[src/verilog/owoba_pkg.sv]
// owoba_pkg: constants and carrier types for the orderwire overhead byte adapter
// assumes a 200 MHz core clock; all line and orderwire signals arrive as pins
package owoba_pkg;
   // ***********************************************************
   // timing
   // ***********************************************************
   localparam int unsigned CLK_MHZ          = 200;
   localparam int unsigned BIT_NS           = 15625;   // 64 kbit/s bit period
   localparam int unsigned BIT_CYCLES       = (BIT_NS * CLK_MHZ) / 1000;
   localparam int unsigned LINE_DIV         = 2430;    // line clock rising edges per 64 kHz bit
   localparam int unsigned WANDER_NS        = 18000;
   localparam int unsigned WANDER_BITS      = (WANDER_NS + BIT_NS - 1) / BIT_NS;
   // ***********************************************************
   // slip store
   // ***********************************************************
   localparam int unsigned STORE_OCTETS     = 4;
   localparam int unsigned FILL_LOW         = 1;
   localparam int unsigned FILL_HIGH        = 3;
   localparam int unsigned FILL_MID         = 2;
   localparam logic [7:0]  ALL_ONES         = 8'hFF;
   localparam logic [2:0]  BIT_LAST         = 3'h7;
   // ***********************************************************
   // carriers
   // ***********************************************************
   typedef struct packed {
      logic data;
      logic clock;
      logic octet_start;
   } owoba_orderwire_t;
   typedef struct packed {
      logic data;
      logic octet_start;
      logic signal_fail;
   } owoba_orderwire_out_t;
   typedef struct packed {
      logic clock;
      logic frame_start;
   } owoba_timing_t;
   typedef struct packed {
      logic data;
      logic clock;
      logic frame_start;
      logic trail_fail;
   } owoba_access_in_t;
endpackage : owoba_pkg

[src/verilog/owoba_adapter.sv]
// owoba_adapter: orderwire channel to and from the overhead byte of a line frame
// assumes all pin inputs are asynchronous and slower than a quarter of the core clock;
// the overhead byte is serial, msb first, in the eight line clocks after frame start
`timescale 1ns/1ps
module owoba_adapter
   import owoba_pkg::*;
#(
   parameter int unsigned DEPTH  = STORE_OCTETS,
   parameter int unsigned DIVIDE = LINE_DIV
) (
   input  wire logic                           clock,
   input  wire logic                           rstn,
   input  wire owoba_pkg::owoba_orderwire_t    orderwire_in,
   input  wire owoba_pkg::owoba_timing_t       line_timing,
   input  wire owoba_pkg::owoba_access_in_t    section_in,
   output logic                                section_access_data,
   output owoba_pkg::owoba_orderwire_out_t     orderwire_out
);
   import owoba_pkg::*;

   localparam int unsigned AW = $clog2(DEPTH);

   // depth must be a power of two and cover the wander figure plus slip margin
   if (DEPTH < 4 || (DEPTH & (DEPTH - 1)) != 0 || DEPTH * 8 < 2 * WANDER_BITS) begin
      $error("owoba_adapter: DEPTH unsupported");
   end
   // the replay divider counts in twelve bits
   if (DIVIDE < 2 || DIVIDE > 4096) begin
      $error("owoba_adapter: DIVIDE unsupported");
   end

   // ***********************************************************
   // pin synchronisers: three stages, change taken when 2 and 3 agree
   // ***********************************************************
   localparam int unsigned NS = 9;
   logic [NS-1:0] pin_in;
   logic [NS-1:0] s1_reg, s2_reg, s3_reg, s1_next, s2_next, s3_next;
   logic [NS-1:0] clean_reg, clean_next, clean_prev_reg;
   assign pin_in = {section_in.data, section_in.frame_start,
                    orderwire_in.data, orderwire_in.clock, orderwire_in.octet_start,
                    line_timing.clock, line_timing.frame_start,
                    section_in.clock, section_in.trail_fail};
   always_comb begin
      s1_next = pin_in;
      s2_next = s1_reg;
      s3_next = s2_reg;
      clean_next = clean_reg;
      for (int i = 0; i < NS; i++) begin
         if (s2_reg[i] == s3_reg[i]) begin
            clean_next[i] = s3_reg[i];
         end
      end
   end
   always_ff @(posedge clock) begin
      if (!rstn) begin
         s1_reg <= '0;
         s2_reg <= '0;
         s3_reg <= '0;
         clean_reg <= '0;
         clean_prev_reg <= '0;
      end else begin
         s1_reg <= s1_next;
         s2_reg <= s2_next;
         s3_reg <= s3_next;
         clean_reg <= clean_next;
         clean_prev_reg <= clean_reg;
      end
   end
   logic ow_d, ow_fs, ow_rise, lt_fs, lt_rise, sa_rise, sa_tsf, sa_d, sa_fs;
   assign ow_d    = clean_reg[6];
   assign ow_rise = clean_reg[5] & ~clean_prev_reg[5];
   assign ow_fs   = clean_reg[4];
   assign lt_rise = clean_reg[3] & ~clean_prev_reg[3];
   assign lt_fs   = clean_reg[2];
   assign sa_rise = clean_reg[1] & ~clean_prev_reg[1];
   assign sa_tsf  = clean_reg[0];
   // section data and frame start see the same filter delay as their clock
   assign sa_fs   = clean_reg[7];
   assign sa_d    = clean_reg[8];

   // ***********************************************************
   // source: octet assembly and slip store
   // ***********************************************************
   logic [7:0]    store_mem [DEPTH];
   logic [7:0]    asm_reg, asm_next;
   logic [2:0]    acnt_reg, acnt_next;
   logic [AW:0]   wptr_reg, wptr_next, rptr_reg, rptr_next;
   logic [AW:0]   fill;
   logic          wr_en;
   assign fill = wptr_reg - rptr_reg;
   always_comb begin
      asm_next  = asm_reg;
      acnt_next = acnt_reg;
      wptr_next = wptr_reg;
      wr_en     = 1'b0;
      if (ow_rise) begin
         asm_next = {asm_reg[6:0], ow_d};
         // whole octets only enter the store, so slips never split an octet
         // octet aligned writes
         acnt_next = ow_fs ? 3'h1 : acnt_reg + 3'h1;
         if (ow_fs && acnt_reg != 3'h0) begin
            acnt_next = 3'h1;
         end else if (acnt_reg == BIT_LAST) begin
            wr_en     = 1'b1;
            wptr_next = wptr_reg + 1'b1;
         end
      end
   end

   // ***********************************************************
   // source: per frame read with justification
   // ***********************************************************
   logic [7:0]    tx_sh_reg, tx_sh_next;
   logic [3:0]    tx_cnt_reg, tx_cnt_next;
   logic          tx_out_reg, tx_out_next;
   logic [7:0]    last_oct_reg, last_oct_next;
   logic          lt_fs_prev_reg, lt_fs_prev_next;
   always_comb begin
      rptr_next     = rptr_reg;
      lt_fs_prev_next = lt_fs_prev_reg;
      tx_sh_next    = tx_sh_reg;
      tx_cnt_next   = tx_cnt_reg;
      tx_out_next   = tx_out_reg;
      last_oct_next = last_oct_reg;
      if (lt_rise) begin
         lt_fs_prev_next = lt_fs;
         if (lt_fs && !lt_fs_prev_reg) begin
            if (fill > (AW+1)'(FILL_HIGH)) begin
               rptr_next  = rptr_reg + (AW+1)'(2);
               tx_sh_next = store_mem[AW'(rptr_reg + 1'b1)];
            end else if (fill < (AW+1)'(FILL_LOW)) begin
               tx_sh_next = last_oct_reg;
            end else begin
               rptr_next  = rptr_reg + 1'b1;
               tx_sh_next = store_mem[AW'(rptr_reg)];
            end
            last_oct_next = tx_sh_next;
            tx_cnt_next   = 4'h8;
         end
         if (tx_cnt_reg != 4'h0) begin
            tx_out_next = tx_sh_reg[7];
            tx_sh_next  = {tx_sh_reg[6:0], 1'b0};
            tx_cnt_next = tx_cnt_reg - 4'h1;
         end else begin
            tx_out_next = 1'b0;
         end
      end
   end

   // ***********************************************************
   // sink: extraction, latch, 64 kHz replay
   // ***********************************************************
   logic [7:0]    rx_sh_reg, rx_sh_next, rx_hold_reg, rx_hold_next;
   logic [3:0]    rx_cnt_reg, rx_cnt_next;
   logic [11:0]   div_reg, div_next;
   logic [7:0]    play_reg, play_next;
   logic [2:0]    pbit_reg, pbit_next;
   logic          ow_d_reg, ow_d_next, ow_fs_reg, ow_fs_next;
   logic          sa_fs_prev_reg, sa_fs_prev_next;
   always_comb begin
      rx_sh_next   = rx_sh_reg;
      rx_cnt_next  = rx_cnt_reg;
      rx_hold_next = rx_hold_reg;
      div_next     = div_reg;
      play_next    = play_reg;
      pbit_next    = pbit_reg;
      ow_d_next    = ow_d_reg;
      ow_fs_next   = ow_fs_reg;
      sa_fs_prev_next = sa_fs_prev_reg;
      if (sa_rise) begin
         sa_fs_prev_next = sa_fs;
         if (sa_fs && !sa_fs_prev_reg) begin
            rx_cnt_next = 4'h8;
         end
         if (rx_cnt_reg != 4'h0) begin
            rx_sh_next  = {rx_sh_reg[6:0], sa_d};
            rx_cnt_next = rx_cnt_reg - 4'h1;
            if (rx_cnt_reg == 4'h1) begin
               rx_hold_next = {rx_sh_reg[6:0], sa_d};
            end
         end
         // divide line clock to 64 kHz
         // alarm keeps the same bit rate
         if (div_reg == 12'(DIVIDE - 1)) begin
            div_next   = '0;
            ow_d_next  = sa_tsf ? 1'b1 : play_reg[7];
            ow_fs_next = (pbit_reg == 3'h0);
            play_next  = (pbit_reg == BIT_LAST) ? rx_hold_reg : {play_reg[6:0], 1'b0};
            pbit_next  = pbit_reg + 3'h1;
         end else begin
            div_next = div_reg + 12'h1;
         end
      end
      // the replay clock stops with the line clock; trail fail still forces ones
      if (sa_tsf) begin
         ow_d_next = 1'b1;
      end
   end

   always_ff @(posedge clock) begin
      if (!rstn) begin
         asm_reg        <= '0;
         acnt_reg       <= '0;
         wptr_reg       <= (AW+1)'(FILL_MID);
         rptr_reg       <= '0;
         tx_sh_reg      <= '0;
         tx_cnt_reg     <= '0;
         tx_out_reg     <= 1'b0;
         last_oct_reg   <= ALL_ONES;
         lt_fs_prev_reg <= 1'b0;
         rx_sh_reg      <= '0;
         rx_cnt_reg     <= '0;
         rx_hold_reg    <= ALL_ONES;
         div_reg        <= '0;
         play_reg       <= ALL_ONES;
         pbit_reg       <= '0;
         ow_d_reg       <= 1'b1;
         ow_fs_reg      <= 1'b0;
         sa_fs_prev_reg <= 1'b0;
      end else begin
         asm_reg        <= asm_next;
         acnt_reg       <= acnt_next;
         wptr_reg       <= wptr_next;
         rptr_reg       <= rptr_next;
         tx_sh_reg      <= tx_sh_next;
         tx_cnt_reg     <= tx_cnt_next;
         tx_out_reg     <= tx_out_next;
         last_oct_reg   <= last_oct_next;
         lt_fs_prev_reg <= lt_fs_prev_next;
         rx_sh_reg      <= rx_sh_next;
         rx_cnt_reg     <= rx_cnt_next;
         rx_hold_reg    <= rx_hold_next;
         div_reg        <= div_next;
         play_reg       <= play_next;
         pbit_reg       <= pbit_next;
         ow_d_reg       <= ow_d_next;
         ow_fs_reg      <= ow_fs_next;
         sa_fs_prev_reg <= sa_fs_prev_next;
      end
   end
   // store array has no reset; pointers start half full, so the first two reads return entries never written
   // store sized for wander
   always_ff @(posedge clock) begin
      if (wr_en) store_mem[AW'(wptr_reg)] <= asm_next;
   end

   assign section_access_data       = tx_out_reg;
   assign orderwire_out.data        = ow_d_reg;
   assign orderwire_out.octet_start = ow_fs_reg;
   assign orderwire_out.signal_fail = sa_tsf;
endmodule : owoba_adapter

[config.mk]
export PLATFORM = sky130hd
export DESIGN_NAME = owoba_adapter
export DESIGN_NICKNAME = d
export VERILOG_FILES = /design/src/verilog/owoba_pkg.sv /design/src/verilog/owoba_adapter.sv
export SDC_FILE = /design/constraint.sdc
export NUM_CORES = 1
export LEC_CHECK = 0
export BUFFER_PORTS_ARGS = -buffer_cell sky130_fd_sc_hd__buf_2
export CORE_MARGIN = 5
export CORE_UTILIZATION = 45
export CTS_CLUSTER_SIZE = 16
export DETAILED_ROUTE_END_ITERATION = 8
export GPL_ROUTABILITY_DRIVEN = 1
export PLACE_DENSITY = 0.63
export SLEW_MARGIN = 20
export SYNTH_ARGS = -nofsm -noshare
export SYNTH_HDL_FRONTEND = slang
export SYNTH_SLANG_ARGS = --single-unit
export TNS_END_PERCENT = 30
[constraint.sdc]
create_clock -name clock -period 5 [get_ports clock]
set_clock_uncertainty 0.05 [all_clocks]
set_input_delay 0.25 -clock clock [delete_from_list [all_inputs] [get_ports clock]]
set_output_delay 0.25 -clock clock [all_outputs]
set_load 0.02 [all_outputs]
# ---- Word-level counts from Yosys, hierarchy flattened
# Memories as Yosys holds them, arrays and structs flattened. A register that Yosys moved wholly into a read port is not among the register bits.
# Cells that the tools add are included.
# Widths: inputs -> output; s select.
dict set report word_totals {
  register_bits 126
  ram_bits 32
  inputBits 11
  out_inout_bits 4
  n_memories 1
}
dict set report op_classes {
  addsub 9
  magnitude_cmp 2
  eq_ne 14
  muxes 23
  n_bitwise 8
  n_reduce_logical 20
}
# memory words word_bits rd rd_ports_with_merged_regs wr line_no
set mem_list {}
lappend mem_list {store_mem 4 8 2 1 1 owoba_adapter.sv:84} ;# logic [7:0] store_mem [DEPTH];
# operator n
set op_table {}
lappend op_table {{$mux 8} 6}
lappend op_table {{$mux 4} 4}
lappend op_table {{$add 12x1->12 const B} 1}
lappend op_table {{$add 3x1->3 const B} 4}
lappend op_table {{$eq 12x12->1 const B} 1}
lappend op_table {{$mux 12} 1}
lappend op_table {{$mux 3} 4}
lappend op_table {{$reduce_and 2->1} 5}
lappend op_table {{$eq 1x1->1} 9}
lappend op_table {{$reduce_and 3->1} 3}
lappend op_table {{$reduce_bool 4->1} 2}
lappend op_table {{$sub 4x1->4 const B} 2}
lappend op_table {{$eq 3x3->1 const B} 2}
lappend op_table {{$mux 1} 6}
lappend op_table {{$not 1->1} 5}
lappend op_table {{$eq 4x1->1 const B} 1}
lappend op_table {{$mux 2} 2}
lappend op_table {{$reduce_bool 2->1} 2}
lappend op_table {{$add 3x2->3 const B} 1}
lappend op_table {{$and 1x1->1} 3}
lappend op_table {{$gt 3x2->1 const B} 1}
lappend op_table {{$logic_and 1x1->1} 3}
lappend op_table {{$logic_not 3->1} 1}
lappend op_table {{$lt 3x1->1 const B} 1}
lappend op_table {{other kinds (5)} 6}

# ---- Depth between registers and ports, before layout
dict set report depth {
  depth_word 6
  ltp_mapped 9
}

# ---- Worst setup path after synthesis
# Ideal clock, no wire load.
dict set report synth_timing {
  path_type {reg-to-reg}
  from {register wptr_reg[0]}
  to {register tx_sh_reg[7]}
  setup_time_ns 0.133
  arrival_ns 2.096
  required_ns 4.817
  setup_slack_ns 2.720
  path_stages_with_launch 10
  n_path_buf 1
  period_less_slack_ns 2.280
  cell_sequence {dfxtp_1 inv_1 ha_1 inv_1 fa_1 nor2b_1 clkbuf_1 nor3_1 o41ai_1 o21ai_0}
}
dict set report synth_via {
  elab_chain_cells 6
  elab_cells_between_ends 7
}
# element line_no
set synth_lines {}
lappend synth_lines {{start, declared} owoba_adapter.sv:87} ;# logic [AW:0] wptr_reg, wptr_next, rptr_reg, rptr_next;
lappend synth_lines {{start signal, assigned} owoba_adapter.sv:204} ;# wptr_reg <= (AW+1)'(FILL_MID);
lappend synth_lines {{start signal, assigned} owoba_adapter.sv:223} ;# wptr_reg <= wptr_next;
lappend synth_lines {{$sub 3x3->3 (*)} owoba_adapter.sv:90} ;# assign fill = wptr_reg - rptr_reg;
lappend synth_lines {{$lt 3x1->1} owoba_adapter.sv:131} ;# end else if (fill < (AW+1)'(FILL_LOW)) begin
lappend synth_lines {{$mux 8} owoba_adapter.sv:131}
lappend synth_lines {{$mux 8 (*)} owoba_adapter.sv:128} ;# if (fill > (AW+1)'(FILL_HIGH)) begin
lappend synth_lines {{$mux 8 (*)} owoba_adapter.sv:127} ;# if (lt_fs && !lt_fs_prev_reg) begin
lappend synth_lines {{$mux 8 (*)} owoba_adapter.sv:140} ;# if (tx_cnt_reg != 4'h0) begin
lappend synth_lines {{end signal, assigned} owoba_adapter.sv:225} ;# tx_sh_reg <= tx_sh_next;
lappend synth_lines {{end, declared} owoba_adapter.sv:113} ;# logic [7:0] tx_sh_reg, tx_sh_next;
# Mark *: on every way between the ends. The rest lies on a longest branch, timed or not. The select of a mux whose other input is x is not followed.
# A chain may end at the register's enable or synchronous reset.

# ---- Worst setup path after layout
dict set report layout_timing {
  from {register rptr_reg[0]}
  to {register last_oct_reg[1]}
}
dict set report layout_via {
  elab_chain_cells 4
  elab_cells_between_ends 7
}
# element line_no
set layout_lines {}
lappend layout_lines {{start, declared} owoba_adapter.sv:87}
lappend layout_lines {{start signal, assigned} owoba_adapter.sv:224} ;# rptr_reg <= rptr_next;
lappend layout_lines {{$sub 3x3->3} owoba_adapter.sv:90}
lappend layout_lines {{$lt 3x1->1} owoba_adapter.sv:131}
lappend layout_lines {{$mux 8} owoba_adapter.sv:131}
lappend layout_lines {{$mux 8 (*)} owoba_adapter.sv:128}
lappend layout_lines {{end signal, assigned} owoba_adapter.sv:228} ;# last_oct_reg <= last_oct_next;
lappend layout_lines {{end, declared} owoba_adapter.sv:116} ;# logic [7:0] last_oct_reg, last_oct_next;
# Mark *: on every way between the ends. The rest lies on a longest branch, timed or not.

==> metrics.md <==
| Metric | Value |
|---|---|
| First drt pass iteration count | `4` |
| Reg-to-reg startpoint | `rptr_reg[0]` |
| P_leak | `2.655 nW` |
| Yosys cell types | `53` |
| Post-synth EDFFs | `32` |
| Worst hold path type | `input pin to flop` |
| Worst stage delay on the critical path | `0.77 ns` |
| Crit path from | `rptr_reg[0]` |
| Clk sinks | `157` |
| Syn Nets | `628` |
| CP endpoint | `last_oct_reg[1]` |
| R2r setup slk | `1.80 ns` |
| Routability Congestion | `0.7331` |
| CTS H-tree lvls | `4` |
| Post-DP HPWL | `7335 um` |
| Row count | `44` |
| Initial antenna violation count | `0` |
| N_diodes | `0` |
| Syn_area_per_cell | `11.01 sq um` |
| Yosys top cell area share | `0.3775` |
| Vias in the first global route | `4137` |
| Final wirelength | `10680 um` |
| Peak Freq | `0.3130 GHz` |
| Cts repair resizes | `0` |
| CTS root buf | `clkbuf_16` |
| Port Buffers | `14` |
| Outcome | `finished, final reports clean` |
| Slew of the pin with the lowest slew margin | `1.088 ns` |
| Seq/Total Area, Yosys | `0.5225` |
| CP max stage cell | `nor2b_1` |
| Min Tclk post-route | `3.195 ns` |
| Layout net count | `634` |
| Die ar. | `17260 sq um` |
| Area of the mapped netlist | `6629 sq um` |
| Initial DRC Count | `157` |
| Asr flop ratio synth | `0` |
| Yosys warning count | `0` |
| Reg2Reg Capture Point | `last_oct_reg[1]` |
| Area contributors post-synth | `dfxtp_1, edfxtp_1, mux2i_1, and2_1, mux2_2` |
| Synth Register Bits | `157` |
| Share of post-route cells with drive strength above 1 | `0.1385` |
| Relative slew margins | `0.2690` |
| Kind of critical path | `flop to flop` |
| Final setup violation count | `0` |
| WP data arrival | `3.39 ns` |
| PD cells | `345.5 nW/um^2` |
| # DRC | `0` |
| Crit-path max FO | `16` |
| TNS Setup | `0 ns` |
| Largest net degree at the start of global routing | `70` |
| Crit path cell chain | `ha_1 -> inv_1 -> fa_1 -> nor2b_1 -> nor3_1 -> o41ai_1 -> o211ai_1` |
| Clock transition at the registers of the reported paths | `0.06 ns` |
| Total congestion overflow | `0` |
| Initial Util | `0.4578` |
| Fin crit share | `0.6391` |
| Largest area contributor in the netlist | `dfxtp_1` |
| Num CTS Buffers | `17` |
| DR vias/cell | `5.199` |
| Later-pin clock latency in the skew report | `0.42 ns` |
| Max cap viols | `0` |
| Area after DPL | `6773 sq um` |
| Worst vdd ir | `0.2746 mV` |
| Top_reg_cell synth | `dfxtp_1` |
| GRT Util Overall | `0.1312` |
| Area growth, synth to finish | `12.04%` |
| Core area | `14480 sq um` |
| Final ANT Viol Nets | `0` |
| Post-synth top cells | `dfxtp_1, and2_1, nand2_1` |
| Number of flip-flops in the largest register | `32` |
| Crit end category | `flop` |
| Die Wd | `131.4 um` |
| Reg2Reg Depth | `7` |
| Crit start category | `flop` |
| # IOs | `15` |
| Hold Fails Final Rpt | `0` |
| Die height | `131.4 um` |
| First-pass GRT wire length | `19200 um` |
| CTS tree | `done` |
| Avg WL per Cell | `13.27 um` |
| Total number of vias | `4185` |
| Final Max Slew Viols | `0` |
| Fin area | `7427 sq um` |
| Post-Syn Instances | `602` |
| Unrepaired setup endpoints after global routing | `no` |
| CTS max path bufs | `2` |
| Count leader, synth | `dfxtp_1` |
| Required time worst endpoint | `5.20 ns` |
## logic make-up after synthesis
group           after synthesis  share of synthesized area
compound gates               79                    0.08286
simple gates                219                     0.1857
xor+xnor                     16                    0.02322
fa+ha+maj                    15                    0.02945
buf+inv                      49                    0.03397
mux                          67                     0.1223
flops                       157                     0.5225
## cell type report
class	count	area [sq um]
fillers	1259	7052
flip-flops and latches	157	3463
multi-input cells	396	2945
clock buffers	18	429.2
well taps	184	230.2
repair buffers	25	172.7
clock inverters	14	145.1
inverters	11	41.29
## power by group
group          total, mW  internal [mW]  switching [mW]
Sequential          1.30           1.30         0.00331
Clock               1.23          0.734           0.499
Combinational     0.0340         0.0159          0.0181
## cells in the final DEF (no fill, tap or decap), types with 8 or more instances in the layout
cell / n
a21boi_0: 15
inv_1: 11
nor2_1: 17
o21ai_0: 21
xor2_1: 8
nor3_1: 20
dfxtp_1: 125
nor2b_1: 18
mux2_2: 22
and3_1: 10
dlygate4sd3_1: 8
ha_1: 14
mux4_2: 9
nand2b_1: 17
mux2i_1: 36
a21oi_1: 8
clkbuf_16: 17
nand2_1: 49
o211ai_1: 8
buf_2: 14
edfxtp_1: 32
and2_1: 53
## per-layer routing
layer	track usage	share of wire
met2	0.2139	0.48
met3	0.03631	0.024
met4	0.05371	0.017
met5	0	0
met1	0.1648	0.48
## stage by stage
stage / power [mW] / hold slack (ns) / setup slack, ns / std cells / util
floorplan: 1.348 / 0.3273 / 2.720 / 602 / -
CTS: 2.602 / 0.02321 / 1.781 / 805 / 0.5130
detailed placement: 1.356 / 0.3692 / 1.760 / 765 / 0.4678
global placement: 1.355 / 0.3686 / 2.030 / 765 / 0.4678
global route: 2.666 / 0.03694 / 1.484 / 805 / 0.5130
finish: 2.566 / 0.03961 / 1.805 / 805 / 0.5130
## critical path, delay by kind of cell, from the launching register on
family | cells | cell delay (ns)
AND/OR/NAND/NOR | 2 | 0.89
adder cells (fa/ha/maj) | 2 | 0.74
flip-flops | 1 | 0.72
AO/OA/AOI/OAI | 2 | 0.58
buffers and inverters | 1 | 0.05
## timing repair
action | in CTS | in global routing
setup buffers | 0 | 0
hold buffers | 8 | 0
endpoints found under the hold margin | 8 | 0
## how the worst min path moves through the flow
stage | start | end | slack (ns) | cells after the start
final | section_in[0] | s1_reg[0] | 0.04 | 2
after global routing | section_in[0] | s1_reg[0] | 0.04 | 2
after CTS | section_in[0] | s1_reg[0] | 0.02 | 2
after detailed placement | s1_reg[5] | s2_reg[5] | 0.37 | 1
after global placement | s1_reg[7] | s2_reg[7] | 0.37 | 1
after floorplan | section_in[0] | s1_reg[0] | 0.33 | 1
Power figures use the tool's default switching activity.
